$ cat config.mk
export PLATFORM = sky130hd
export DESIGN_NAME = atc_seq
export DESIGN_NICKNAME = d
export VERILOG_FILES = /design/src/atc_pkg.sv /design/src/atc_seq.sv
export SDC_FILE = /design/constraint.sdc
export NUM_CORES = 1
export LEC_CHECK = 0
export BUFFER_PORTS_ARGS = -buffer_cell sky130_fd_sc_hd__buf_2
export CAP_MARGIN = 20
export CORE_MARGIN = 2
export CORE_UTILIZATION = 29
export DETAILED_ROUTE_END_ITERATION = 16
export GPL_ROUTABILITY_DRIVEN = 0
export GPL_TIMING_DRIVEN = 1
export PLACE_DENSITY_LB_ADDON = 0.05
export SLEW_MARGIN = 10
export SYNTH_ARGS = -nofsm -noshare
export SYNTH_HDL_FRONTEND = slang
export SYNTH_SLANG_ARGS = --single-unit
export TNS_END_PERCENT = 5
$ cat constraint.sdc
create_clock -name core_clk -period 3.25 [get_ports core_clk]
set_clock_uncertainty 0.05 [all_clocks]
set_input_delay 0 -clock core_clk [delete_from_list [all_inputs] [get_ports core_clk]]
set_output_delay 0 -clock core_clk [all_outputs]
set_load 0.02 [all_outputs]
$ cat src/atc_pkg.sv
// package and basic-clock divider for the converter timing sequencer
`timescale 1ns/1ns

package atc_pkg;
  // -------------------------------------------------------------------
  // clock and widths
  // -------------------------------------------------------------------
  localparam int          CORE_CLK_MHZ  = 250;
  localparam int          RES_W         = 10;
  localparam int          RATIO_W       = 5;
  localparam int          TICK_W        = 7;
  localparam int          CAL_W         = 12;
  localparam int          CYC_W         = 12;

  // -------------------------------------------------------------------
  // divider ratios per conv_clock_select code
  // -------------------------------------------------------------------
  localparam logic [4:0]  DIV_CODE0     = 5'h04;
  localparam logic [4:0]  DIV_CODE1     = 5'h02;
  localparam logic [4:0]  DIV_CODE2     = 5'h10;
  localparam logic [4:0]  DIV_CODE3     = 5'h08;

  // -------------------------------------------------------------------
  // sample lengths per sample_time_select code, in basic periods
  // -------------------------------------------------------------------
  localparam logic [6:0]  SMP_CODE0     = 7'h08;
  localparam logic [6:0]  SMP_CODE1     = 7'h10;
  localparam logic [6:0]  SMP_CODE2     = 7'h20;
  localparam logic [6:0]  SMP_CODE3     = 7'h40;

  // -------------------------------------------------------------------
  // conversion sequence constants
  // -------------------------------------------------------------------
  localparam logic [6:0]  CONV_BC       = 7'h28;
  localparam logic [1:0]  BIT_SLOT_LAST = 2'h3;
  localparam logic [3:0]  MSB_IDX       = 4'h9;
  localparam logic [9:0]  TRIAL_INIT    = 10'h200;
  localparam logic [9:0]  RES_ZERO      = 10'h000;
  localparam logic [9:0]  RES_FULL      = 10'h3ff;
  localparam logic [11:0] WRITE_CYC     = 12'h002;
  localparam int          CAL_BC_DEF    = 3328;

  // converter_control_reg fields that this block uses
  typedef struct packed {
    logic [1:0] conv_clock_select;
    logic [1:0] sample_time_select;
  } atc_cfg_t;

  // comparator side of the analog core
  typedef struct packed {
    logic cmp_hi;
    logic below_gnd;
    logic above_ref;
  } atc_ana_t;

  // ratio decode, used by divider and checks
  function automatic logic [4:0] atc_ratio(input logic [1:0] code);
    case (code)
      2'h0:    atc_ratio = DIV_CODE0;
      2'h1:    atc_ratio = DIV_CODE1;
      2'h2:    atc_ratio = DIV_CODE2;
      default: atc_ratio = DIV_CODE3;
    endcase
  endfunction : atc_ratio

  // sample length decode
  function automatic logic [6:0] atc_smp(input logic [1:0] code);
    case (code)
      2'h0:    atc_smp = SMP_CODE0;
      2'h1:    atc_smp = SMP_CODE1;
      2'h2:    atc_smp = SMP_CODE2;
      default: atc_smp = SMP_CODE3;
    endcase
  endfunction : atc_smp
endpackage : atc_pkg

// basic clock as an enable pulse, restartable
module atc_div (
  input  wire logic       core_clk,  // cpu clock
  input  wire logic       srst,      // sync reset
  input  wire logic       clr,       // restart the period
  input  wire logic [4:0] ratio,     // cpu cycles per period
  output logic            tick       // last cycle of a period
);
  import atc_pkg::*;

  logic [4:0] cnt_q;
  logic [4:0] cnt_d;

  // period end when counter reaches ratio-1
  assign tick = (cnt_q == 5'(ratio - 5'h01));

  // next count
  always_comb begin
    if (clr || tick) begin
      cnt_d = 5'h00;
    end else begin
      cnt_d = 5'(cnt_q + 5'h01);
    end
  end

  // counter register
  always_ff @(posedge core_clk) begin
    if (srst) begin
      cnt_q <= 5'h00;
    end else begin
      cnt_q <= cnt_d;
    end
  end
endmodule : atc_div

$ cat src/atc_seq.sv
// converter timing sequencer: sample, bit decisions, write, calibration
`timescale 1ns/1ns

module atc_seq #(
  parameter int CAL_BC_PERIODS = atc_pkg::CAL_BC_DEF // basic periods
) (
  input  wire logic            core_clk,     // cpu clock, 250 mhz
  input  wire logic            srst,         // sync reset, active high
  input  atc_pkg::atc_cfg_t    cfg,          // converter_control_reg fields
  input  wire logic            start,        // conversion request pulse
  input  atc_pkg::atc_ana_t    ana,          // comparator and range flags
  output logic                 sample_en,    // sample switch closed
  output logic                 hold,         // input held
  output logic [9:0]           dac_code,     // trial code to the core
  output logic                 busy,         // conversion running
  output logic                 cal_busy,     // calibration running
  output logic [9:0]           result_q,     // conversion result
  output logic                 result_valid  // result written, one cycle
);
  import atc_pkg::*;

  typedef enum logic [2:0] {
    ST_IDLE, ST_SAMPLE, ST_CONV, ST_WR1, ST_WR2
  } atc_state_t;

  localparam logic [11:0] CAL_LAST = 12'(CAL_BC_PERIODS - 1);

  // -------------------------------------------------------------------
  // state
  // -------------------------------------------------------------------
  atc_state_t       st_q, st_d;
  atc_cfg_t         cfg_q, cfg_d;
  logic [6:0]       tcnt_q, tcnt_d;
  logic [3:0]       bit_q, bit_d;
  logic [9:0]       trial_q, trial_d;
  logic             below_q, below_d;
  logic             above_q, above_d;
  logic [9:0]       res_d;
  logic             rv_q, rv_d;
  logic [11:0]      cal_q, cal_d;
  logic             calb_q, calb_d;
  logic             div_tick;
  logic [4:0]       ratio;
  logic [6:0]       smp_len;
  logic             go;

  assign go      = (st_q == ST_IDLE) && start;
  assign ratio   = atc_ratio(cfg_q.conv_clock_select);
  assign smp_len = atc_smp(cfg_q.sample_time_select);

  // basic clock, restarted at each accepted request
  atc_div u_div (
    .core_clk (core_clk),
    .srst     (srst),
    .clr      (go),
    .ratio    (ratio),
    .tick     (div_tick)
  );

  // -------------------------------------------------------------------
  // sequencer next state
  // -------------------------------------------------------------------
  always_comb begin
    st_d    = st_q;
    cfg_d   = cfg_q;
    tcnt_d  = tcnt_q;
    bit_d   = bit_q;
    trial_d = trial_q;
    below_d = below_q;
    above_d = above_q;
    res_d   = result_q;
    rv_d    = 1'b0;
    case (st_q)
      ST_IDLE: begin
        // settings follow the register only between conversions
        cfg_d  = cfg;
        tcnt_d = 7'h00;
        if (start) begin
          cfg_d = cfg;
          st_d  = ST_SAMPLE;
        end
      end
      ST_SAMPLE: begin
        if (div_tick) begin
          tcnt_d = 7'(tcnt_q + 7'h01);
          if (tcnt_q == 7'(smp_len - 7'h01)) begin
            st_d    = ST_CONV;
            tcnt_d  = 7'h00;
            bit_d   = MSB_IDX;
            trial_d = TRIAL_INIT;
            below_d = ana.below_gnd;
            above_d = ana.above_ref;
          end
        end
      end
      ST_CONV: begin
        if (div_tick) begin
          tcnt_d = 7'(tcnt_q + 7'h01);
          // one bit decided every fourth basic period
          if (tcnt_q[1:0] == BIT_SLOT_LAST) begin
            trial_d[bit_q] = ana.cmp_hi;
            if (bit_q != 4'h0) begin
              trial_d[bit_q - 4'h1] = 1'b1;
              bit_d = 4'(bit_q - 4'h1);
            end
          end
          if (tcnt_q == 7'(CONV_BC - 7'h01)) begin
            st_d = ST_WR1;
          end
        end
      end
      ST_WR1: begin
        st_d = ST_WR2;
      end
      ST_WR2: begin
        // out of range inputs clamp the result
        if (below_q) begin
          res_d = RES_ZERO;
        end else if (above_q) begin
          res_d = RES_FULL;
        end else begin
          res_d = trial_q;
        end
        rv_d = 1'b1;
        st_d = ST_IDLE;
      end
      default: begin
        st_d = ST_IDLE;
      end
    endcase
  end

  // sequencer registers
  always_ff @(posedge core_clk) begin
    if (srst) begin
      st_q     <= ST_IDLE;
      cfg_q    <= '0;
      tcnt_q   <= 7'h00;
      bit_q    <= 4'h0;
      trial_q  <= 10'h000;
      below_q  <= 1'b0;
      above_q  <= 1'b0;
      result_q <= 10'h000;
      rv_q     <= 1'b0;
    end else begin
      st_q     <= st_d;
      cfg_q    <= cfg_d;
      tcnt_q   <= tcnt_d;
      bit_q    <= bit_d;
      trial_q  <= trial_d;
      below_q  <= below_d;
      above_q  <= above_d;
      result_q <= res_d;
      rv_q     <= rv_d;
    end
  end

  // -------------------------------------------------------------------
  // calibration
  // -------------------------------------------------------------------
  always_comb begin
    cal_d  = cal_q;
    calb_d = calb_q;
    // periods count only while no conversion runs
    if (calb_q && (st_q == ST_IDLE) && !start && div_tick) begin
      cal_d = 12'(cal_q + 12'h001);
      if (cal_q == CAL_LAST) begin
        calb_d = 1'b0;
      end
    end
  end

  always_ff @(posedge core_clk) begin
    if (srst) begin
      cal_q  <= 12'h000;
      calb_q <= 1'b1;
    end else begin
      cal_q  <= cal_d;
      calb_q <= calb_d;
    end
  end

  // outputs
  assign sample_en    = (st_q == ST_SAMPLE);
  assign hold         = (st_q == ST_CONV) || (st_q == ST_WR1) ||
                        (st_q == ST_WR2);
  assign dac_code     = trial_q;
  assign busy         = (st_q != ST_IDLE);
  assign cal_busy     = calb_q;
  assign result_valid = rv_q;

  // -------------------------------------------------------------------
  // checks
  // -------------------------------------------------------------------
  logic [11:0] cyc_q;
  logic [11:0] exp_q;

  // cycles since request, and the expected total
  always_ff @(posedge core_clk) begin
    if (srst) begin
      cyc_q <= 12'h000;
      exp_q <= 12'h000;
    end else if (go) begin
      cyc_q <= 12'h000;
      exp_q <= 12'(({5'h00, atc_smp(cfg.sample_time_select)} + 12'(CONV_BC))
               * {7'h00, atc_ratio(cfg.conv_clock_select)} + WRITE_CYC);
    end else if (busy) begin
      cyc_q <= 12'(cyc_q + 12'h001);
    end
  end
endmodule : atc_seq

# Word level (Yosys, flattened, before mapping)
# Index checks and enable logic that the tools add are counted.
word_totals:
  input_bits: 10
  register_bits: 59
  out_inout_bits: 25
classes:
  n_mux: 32
  n_reduce_logical: 24
  eq_ne: 20
  order_cmp: 4
  n_addsub: 6
  n_bitwise: 1
ops:
  columns: ["op", "n"]
  rows:
  - ["10-bit 2-to-1 mux", 7]
  - ["7-bit one-hot mux with 3 select lines", 2]
  - ["7-bit 2-to-1 mux", 3]
  - ["4-bit 2-to-1 mux", 5]
  - ["10-bit one-hot mux with 2 select lines", 1]
  - ["3-bit 2-to-1 mux", 5]
  - ["5-bit one-hot mux with 3 select lines", 1]
  - ["12-bit by 1-bit adder with 12-bit output (second input constant)", 1]
  - ["12-bit equality test (second input constant)", 1]
  - ["3-bit one-hot mux with 4 select lines", 1]
  - ["10-bit bitwise mux", 1]
  - ["4-bit by 5-bit less-than comparator with 1-bit output (second input constant)", 2]
  - ["2-bit != test (second input constant)", 5]
  - ["10-bit OR", 1]
  - ["5-bit AND reduction", 2]
  - ["1-bit demux with 4-bit select", 2]
  - ["4-bit by 1-bit greater-or-equal comparator with 1-bit output (second input constant)", 2]
  - ["4-bit one-hot mux with 2 select lines", 1]
  - ["7-bit by 1-bit adder with 7-bit output (second input constant)", 1]
  - ["7-bit by 6-bit equality test with 1-bit output (second input constant)", 1]
  - ["7-bit equality test", 1]
  - ["7-bit by 1-bit subtractor with 7-bit output (second input constant)", 1]
  - ["2-bit equality test (second input constant)", 3]
  - ["3-bit by 2-bit equality test with 1-bit output (second input constant)", 2]
  - ["21 further kinds", 35]

# Longest topological paths before layout
logic_depth:
  word_depth: 10
  mapped_depth: 9
  depth_no_buf: 8

# By module
# Synthesis repeated with hierarchy kept, for this count alone.
unflattened:
  hier_cells: 377
  hier_area_um2: 3229.3
by_module_without_submodules:
  columns: ["module", "n_inst", "cells_each", "area_per_inst_um2"]
  rows:
  - ["atc_seq", 1, 344, 2910.3]
  - ["atc_div", 1, 33, 319.1]

# Least setup slack after synthesis
# Ideal clock, no wire load.
synth_timing:
  kind: "reg2reg"
  from: "reg bit_q[0]"
  to: "reg trial_q[2], in the netlist dac_code[2]"
  synth_period_minus_slack_ps: 1939
  n_path_buf: 1
  path_stages_with_launch: 10
  setup_slack_ps: 1311
  arrival_time_ps: 1818
  setup_time_ps: 70
  cell_sequence: "dfxtp_1 > inv_1 > ha_1 > clkbuf_1 > or2_2 > o21ai_1 > a22oi_1 > o21ai_0 > nand3_1 > a21oi_1"
synth_via:
  elab_chain_cells: 10
  elab_cells_between_ends: 18
  cone_classes: "add/sub (1); order compare (4); mux (9); bitwise (1); reduce/logical (3)"
synth_rtl:
  columns: ["item", "line_no", "source"]
  rows:
  - ["start: declaration", "atc_seq.sv:34", "logic [3:0] bit_q, bit_d;"]
  - ["start signal: assignment", "atc_seq.sv:149", "bit_q <= bit_d;"]
  - ["4-bit by 1-bit subtractor with 4-bit output (tied with other cells)", "atc_seq.sv:103", "trial_d[bit_q - 4'h1] = 1'b1;"]
  - ["4-bit by 5-bit less-than comparator with 1-bit output (implied by the code) (tied with other cells)", "atc_seq.sv:103", null]
  - ["1-bit logical AND (implied by the code) or 1-bit 2-to-1 mux (tied branches)", "atc_seq.sv:103, atc_seq.sv:101", null]
  - ["1-bit 2-to-1 mux (implied by the code) or 1-bit demux with 4-bit select (tied branches)", "atc_seq.sv:103, atc_seq.sv:101", null]
  - ["1-bit demux with 4-bit select or 10-bit bitwise mux (tied branches)", "atc_seq.sv:103, atc_seq.sv:101", null]
  - ["10-bit OR (no line)", null, null]
  - ["10-bit 2-to-1 mux *", "atc_seq.sv:102", "if (bit_q != 4'h0) begin"]
  - ["10-bit 2-to-1 mux *", "atc_seq.sv:100", "if (tcnt_q[1:0] == BIT_SLOT_LAST) begin"]
  - ["10-bit 2-to-1 mux *", "atc_seq.sv:97", "if (div_tick) begin"]
  - ["10-bit one-hot mux with 2 select lines *", "atc_seq.sv:73", "case (st_q)"]
  - ["end signal: assignment", "atc_seq.sv:150", "trial_q <= trial_d;"]
  - ["end: declaration", "atc_seq.sv:35", "logic [9:0] trial_q, trial_d;"]
# Mark *: on every way between the ends. The rest lies on a longest branch, timed or not. The select of a mux whose other input is x is not followed.
# A chain may end at the register's enable or synchronous reset.

# Worst setup path after layout
layout_timing:
  from: "reg u_div.cnt_q[2]"
  to: "reg tcnt_q[6]"
layout_via:
  elab_chain_cells: 3
  elab_cells_between_ends: 4
  cone_classes: "eq/ne (3); reduce/logical (1)"
layout_rtl:
  columns: ["item", "line_no", "source"]
  rows:
  - ["start: declaration", "atc_pkg.sv:87", "logic [4:0] cnt_q;"]
  - ["start signal: assignment", "atc_pkg.sv:107", "cnt_q <= cnt_d;"]
  - ["5-bit equality test *", "atc_pkg.sv:91", "assign tick = (cnt_q == 5'(ratio - 5'h01));"]
  - ["2-bit != test (no line) or 2-bit by 1-bit != test with 1-bit output (tied branches)", null, null]
  - ["3-bit AND reduction (no line) *", null, null]
  - ["end signal: assignment", "atc_seq.sv:148", "tcnt_q <= tcnt_d;"]
  - ["end: declaration", "atc_seq.sv:33", "logic [6:0] tcnt_q, tcnt_d;"]
# Mark *: on every way between the ends. The rest lies on a longest branch, timed or not.

==> summary.txt <==
Outcome
  • Result of the run: finished, final reports clean

Clocking
  • Clock tree sinks: 59
  • Clk pin slew, worst setup/hold paths: 0.06 ns
  • H-tree depth: 3
  • Max Root-Sink Buffers: 2
  • Root Driver: sky130_fd_sc_hd__clkbuf_8
  • Number of buffers created by CTS: 9
  • Insertion delay to the later sink of the worst-skew pair: 0.34 ns
  • Clock tree from TritonCTS: built

Synth
  • Post-Synthesis Cell Area: 0.00310 mm^2
  • Post-Synthesis Cells: 375
  • Post-Synth Simple-Gate Area: 25.4%
  • Post-synthesis sequential element count: 59
  • Multiplexer share of the synthesized area: 3.87%
  • Synth area leaders: sky130_fd_sc_hd__dfxtp_1 38%, sky130_fd_sc_hd__nand2_1 6.3%, sky130_fd_sc_hd__nor2_1 5.9%, sky130_fd_sc_hd__a21oi_1 4.7%, sky130_fd_sc_hd__ha_1 4.0%
  • Compound-gate portion of the synthesized area: 19.8%
  • Share of synthesized cell area in full adder, half adder and majority cells: 4.03%
  • Syn nets: 395
  • Largest family of logic cells by synthesized area: simple AND/OR/NAND/NOR gates
  • Count of yosys warnings during synthesis: 0
  • Average cell area after synthesis: 8.28 um^2
  • XOR/XNOR Fraction of Synth Area: 4.76%
  • Register area share after synthesis: 38.0%
  • Commonest cells in the synthesized netlist: 59 x sky130_fd_sc_hd__dfxtp_1, 52 x sky130_fd_sc_hd__nand2_1, 49 x sky130_fd_sc_hd__nor2_1
  • Synth unique cells: 61
  • Cell type contributing the most total cell area after synthesis: sky130_fd_sc_hd__dfxtp_1
  • Top_reg_cell synth: sky130_fd_sc_hd__dfxtp_1
  • Number of flops mapped to enable cells by yosys: 0
  • Async S/R FF share, synth: 0%
  • Area fraction of the dominant cell type after synthesis: 38.0%
  • Most numerous cell in the Yosys netlist: sky130_fd_sc_hd__dfxtp_1

Worst setup path
  • Worst path bufs/invs: 0
  • Critical-path cell with the highest stage delay: sky130_fd_sc_hd__a21oi_2
  • List of cells traversed by the critical path: nor3_1 -> o21ai_4 -> a21oi_2 -> a21oi_2 -> or4_1 -> a21oi_1
  • Crit-path leading delay family: compound AO/OA/AOI/OAI gates
  • Class of the most critical setup path: reg2reg
  • Critical path capture point type: flop
  • Biggest cell delay along the critical path: 0.50 ns
  • Dominant cell type by count on the critical path: sky130_fd_sc_hd__a21oi_2
  • Flop2flop setup slack: 0.90 ns
  • Required @ worst endpoint: 3.47 ns
  • Data arrival, critical path: 2.57 ns
  • Type of element launching the critical path: flop
  • Largest fanout of any net on the critical path: 11

Floorplanning
  • Starting utilization of the core area: 29.9%
  • Width of the die: 107 um
  • Die area: 0.0115 mm^2
  • Height of the chip: 107 um
  • Core ar.: 0.0104 mm^2
  • Top Ports: 35
  • Number of standard-cell rows in the floorplan: 37

Place
  • Placed wire-length estimate after detailed placement: 5.62 mm
  • # port buffers: 34

STA
  • Headroom to the max-slew limit: 42.3%
  • Total negative setup slack: 0 ns
  • Fraction of the cycle the final worst path needs: 72.3%
  • Setup repair after global routing missed its margin: false
  • Highest attainable clock frequency: 426 MHz
  • Number of slew-limit violations in the final report: 0
  • Setup violators final: 0
  • Worst-Margin Slew: 0.865 ns
  • Shortest clock period the worst path allows after layout: 2.35 ns
  • Hold Fails Final Rpt: 0

GRT
  • Antenna violations before repair: 0
  • Vias in the first global route: 2505
  • Overall routing resource usage: 14.9%
  • Congestion Overflow GR: 0
  • Maximum number of pins on one net before global-route repair: 35
  • Wire length of the first global-routing pass: 13.3 mm

Power
  • Static Leak: 1.38 nW
  • Worst-case vdd ir drop: 0.153 mV
  • Power per unit of standard cell area: 416 mW/mm^2
  • Final total power: 1.51 mW

Drt
  • Pre-antenna DRT Iters: 4
  • Detail-routed via count per cell: 5.00
  • Number of remaining DRC errors: 0
  • Remaining number of nets flagged by the antenna check after routing: 0
  • WL final: 8.05 mm
  • Routed len/inst: 14.7 um
  • 1st-iter DRT viols: 185
  • Routed vias: 2744

Hold path
  • Min-delay worst type: in2reg

Finish
  • Post-layout net count: 429
  • Area overhead of the layout relative to synthesis: 16.6%
  • Final antenna diode count: 0
  • Post-Route Utilization: 34.9%
  • Share of cells above drive strength 1: 17.2%

Job
  • Max_cap viols: 0
[cell families (layout without fill, tap and decap cells)]
kind of cell / count (synthesis) / count (layout)
and+or+nand+nor: 159 / 159
adders and majority gates: 10 / 10
muxes: 12 / 12
buffers and inverters: 30 / 68
AOI/OAI and AO/OA: 89 / 89
DFF: 59 / 59
xor gates and xnor gates: 16 / 16
[power breakdown]
group	internal (mW)	switching [mW]	leakage, nW
clock	0.368	0.297	0.102
combinational	0.0352	0.0620	0.798
sequential	0.732	0.0137	0.477
[registers in the layout (all words and copies together), names as in the netlist]
name,flops
cal_q,12
dac_code,10
result_q,10
tcnt_q,7
u_div.cnt_q,5
bit_q,4
cfg_q,4
st_q,3
above_q,1
below_q,1
cal_busy,1
result_valid,1
[per-stage QoR]
step           std cells  setup WS [ns]  area, um^2  hold slack, ns
2_1_floorplan        375           1.31        3100          0.0860
3_3_place_gp         528          0.942        3370           0.195
3_5_place_dp         528          0.958        3370           0.205
4_1_cts              549          0.911        3620          0.0238
5_1_grt              549          0.724        3620          0.0511
6_report             549          0.900        3620          0.0440
[area by class of cell]
type,instances,area [um^2]
Sequential cell,59,1180
Timing Repair Buffer,41,238
Multi-Input combinational cell,286,1790
Inverter,12,45.0
Clock inverter,5,53.8
Clock buffer,10,138
Tap cell,136,170
Fill cell,1107,6750
[worst min-delay path: stages]
cell,delay [ns]
sky130_fd_sc_hd__buf_2,0.13
sky130_fd_sc_hd__a21oi_1,0.08
sky130_fd_sc_hd__and3_1,0.17
[repair_timing]
action | 4_1_cts | 5_1_grt
setup buffers | 0 | 0
hold buffers | 6 | 0
hold endpoints to repair | 6 | 0
resized for setup | 0 | 0
[path summary, 6_finish.rpt]
kind / startpoint / end / depth (start not counted)
max: u_div.cnt_q[2] / tcnt_q[6] / 6
min: start / u_div.cnt_q[1] / 3
max reg2reg: u_div.cnt_q[2] / tcnt_q[6] / 6
min reg2reg: result_q[8] / result_q[8] / 2
[layout by cell type (no fill, tap or decap), drive strengths merged, types with 2 or more instances in the layout]
cell         synthesis  final
dfxtp               59     59
nand2               53     53
nor2                49     49
buf                  8     35
a21oi               33     33
o21ai               25     25
nand3               18     18
inv                 12     12
mux2i               12     12
xor2                12     12
ha                  10     10
clkbuf              10     10
dlygate4sd3          0      6
a31oi                5      5
o31ai                5      5
nor3                 5      5
and3                 5      5
xnor2                4      4
nand4                4      4
clkinv               0      4
nor4                 4      4
a21o                 3      3
nor2b                3      3
or3                  3      3
or4                  3      3
a2111oi              2      2
nand2b               2      2
a22oi                2      2
and2                 2      2
a21boi               2      2
nand3b               2      2
a311oi               2      2
and2b                2      2
[metal layers]
metal / track usage (%) / vias to the layer above / part of all wire (%)
met5: 0 / - / 0
met4: 6.41 / 0 / 2.0
met3: 3.45 / 16 / 4.7
met2: 20.8 / 60 / 43
met1: 21.6 / 1288 / 50
li1: - / 1380 / -
Note: power is estimated with default switching activity, not from simulation.
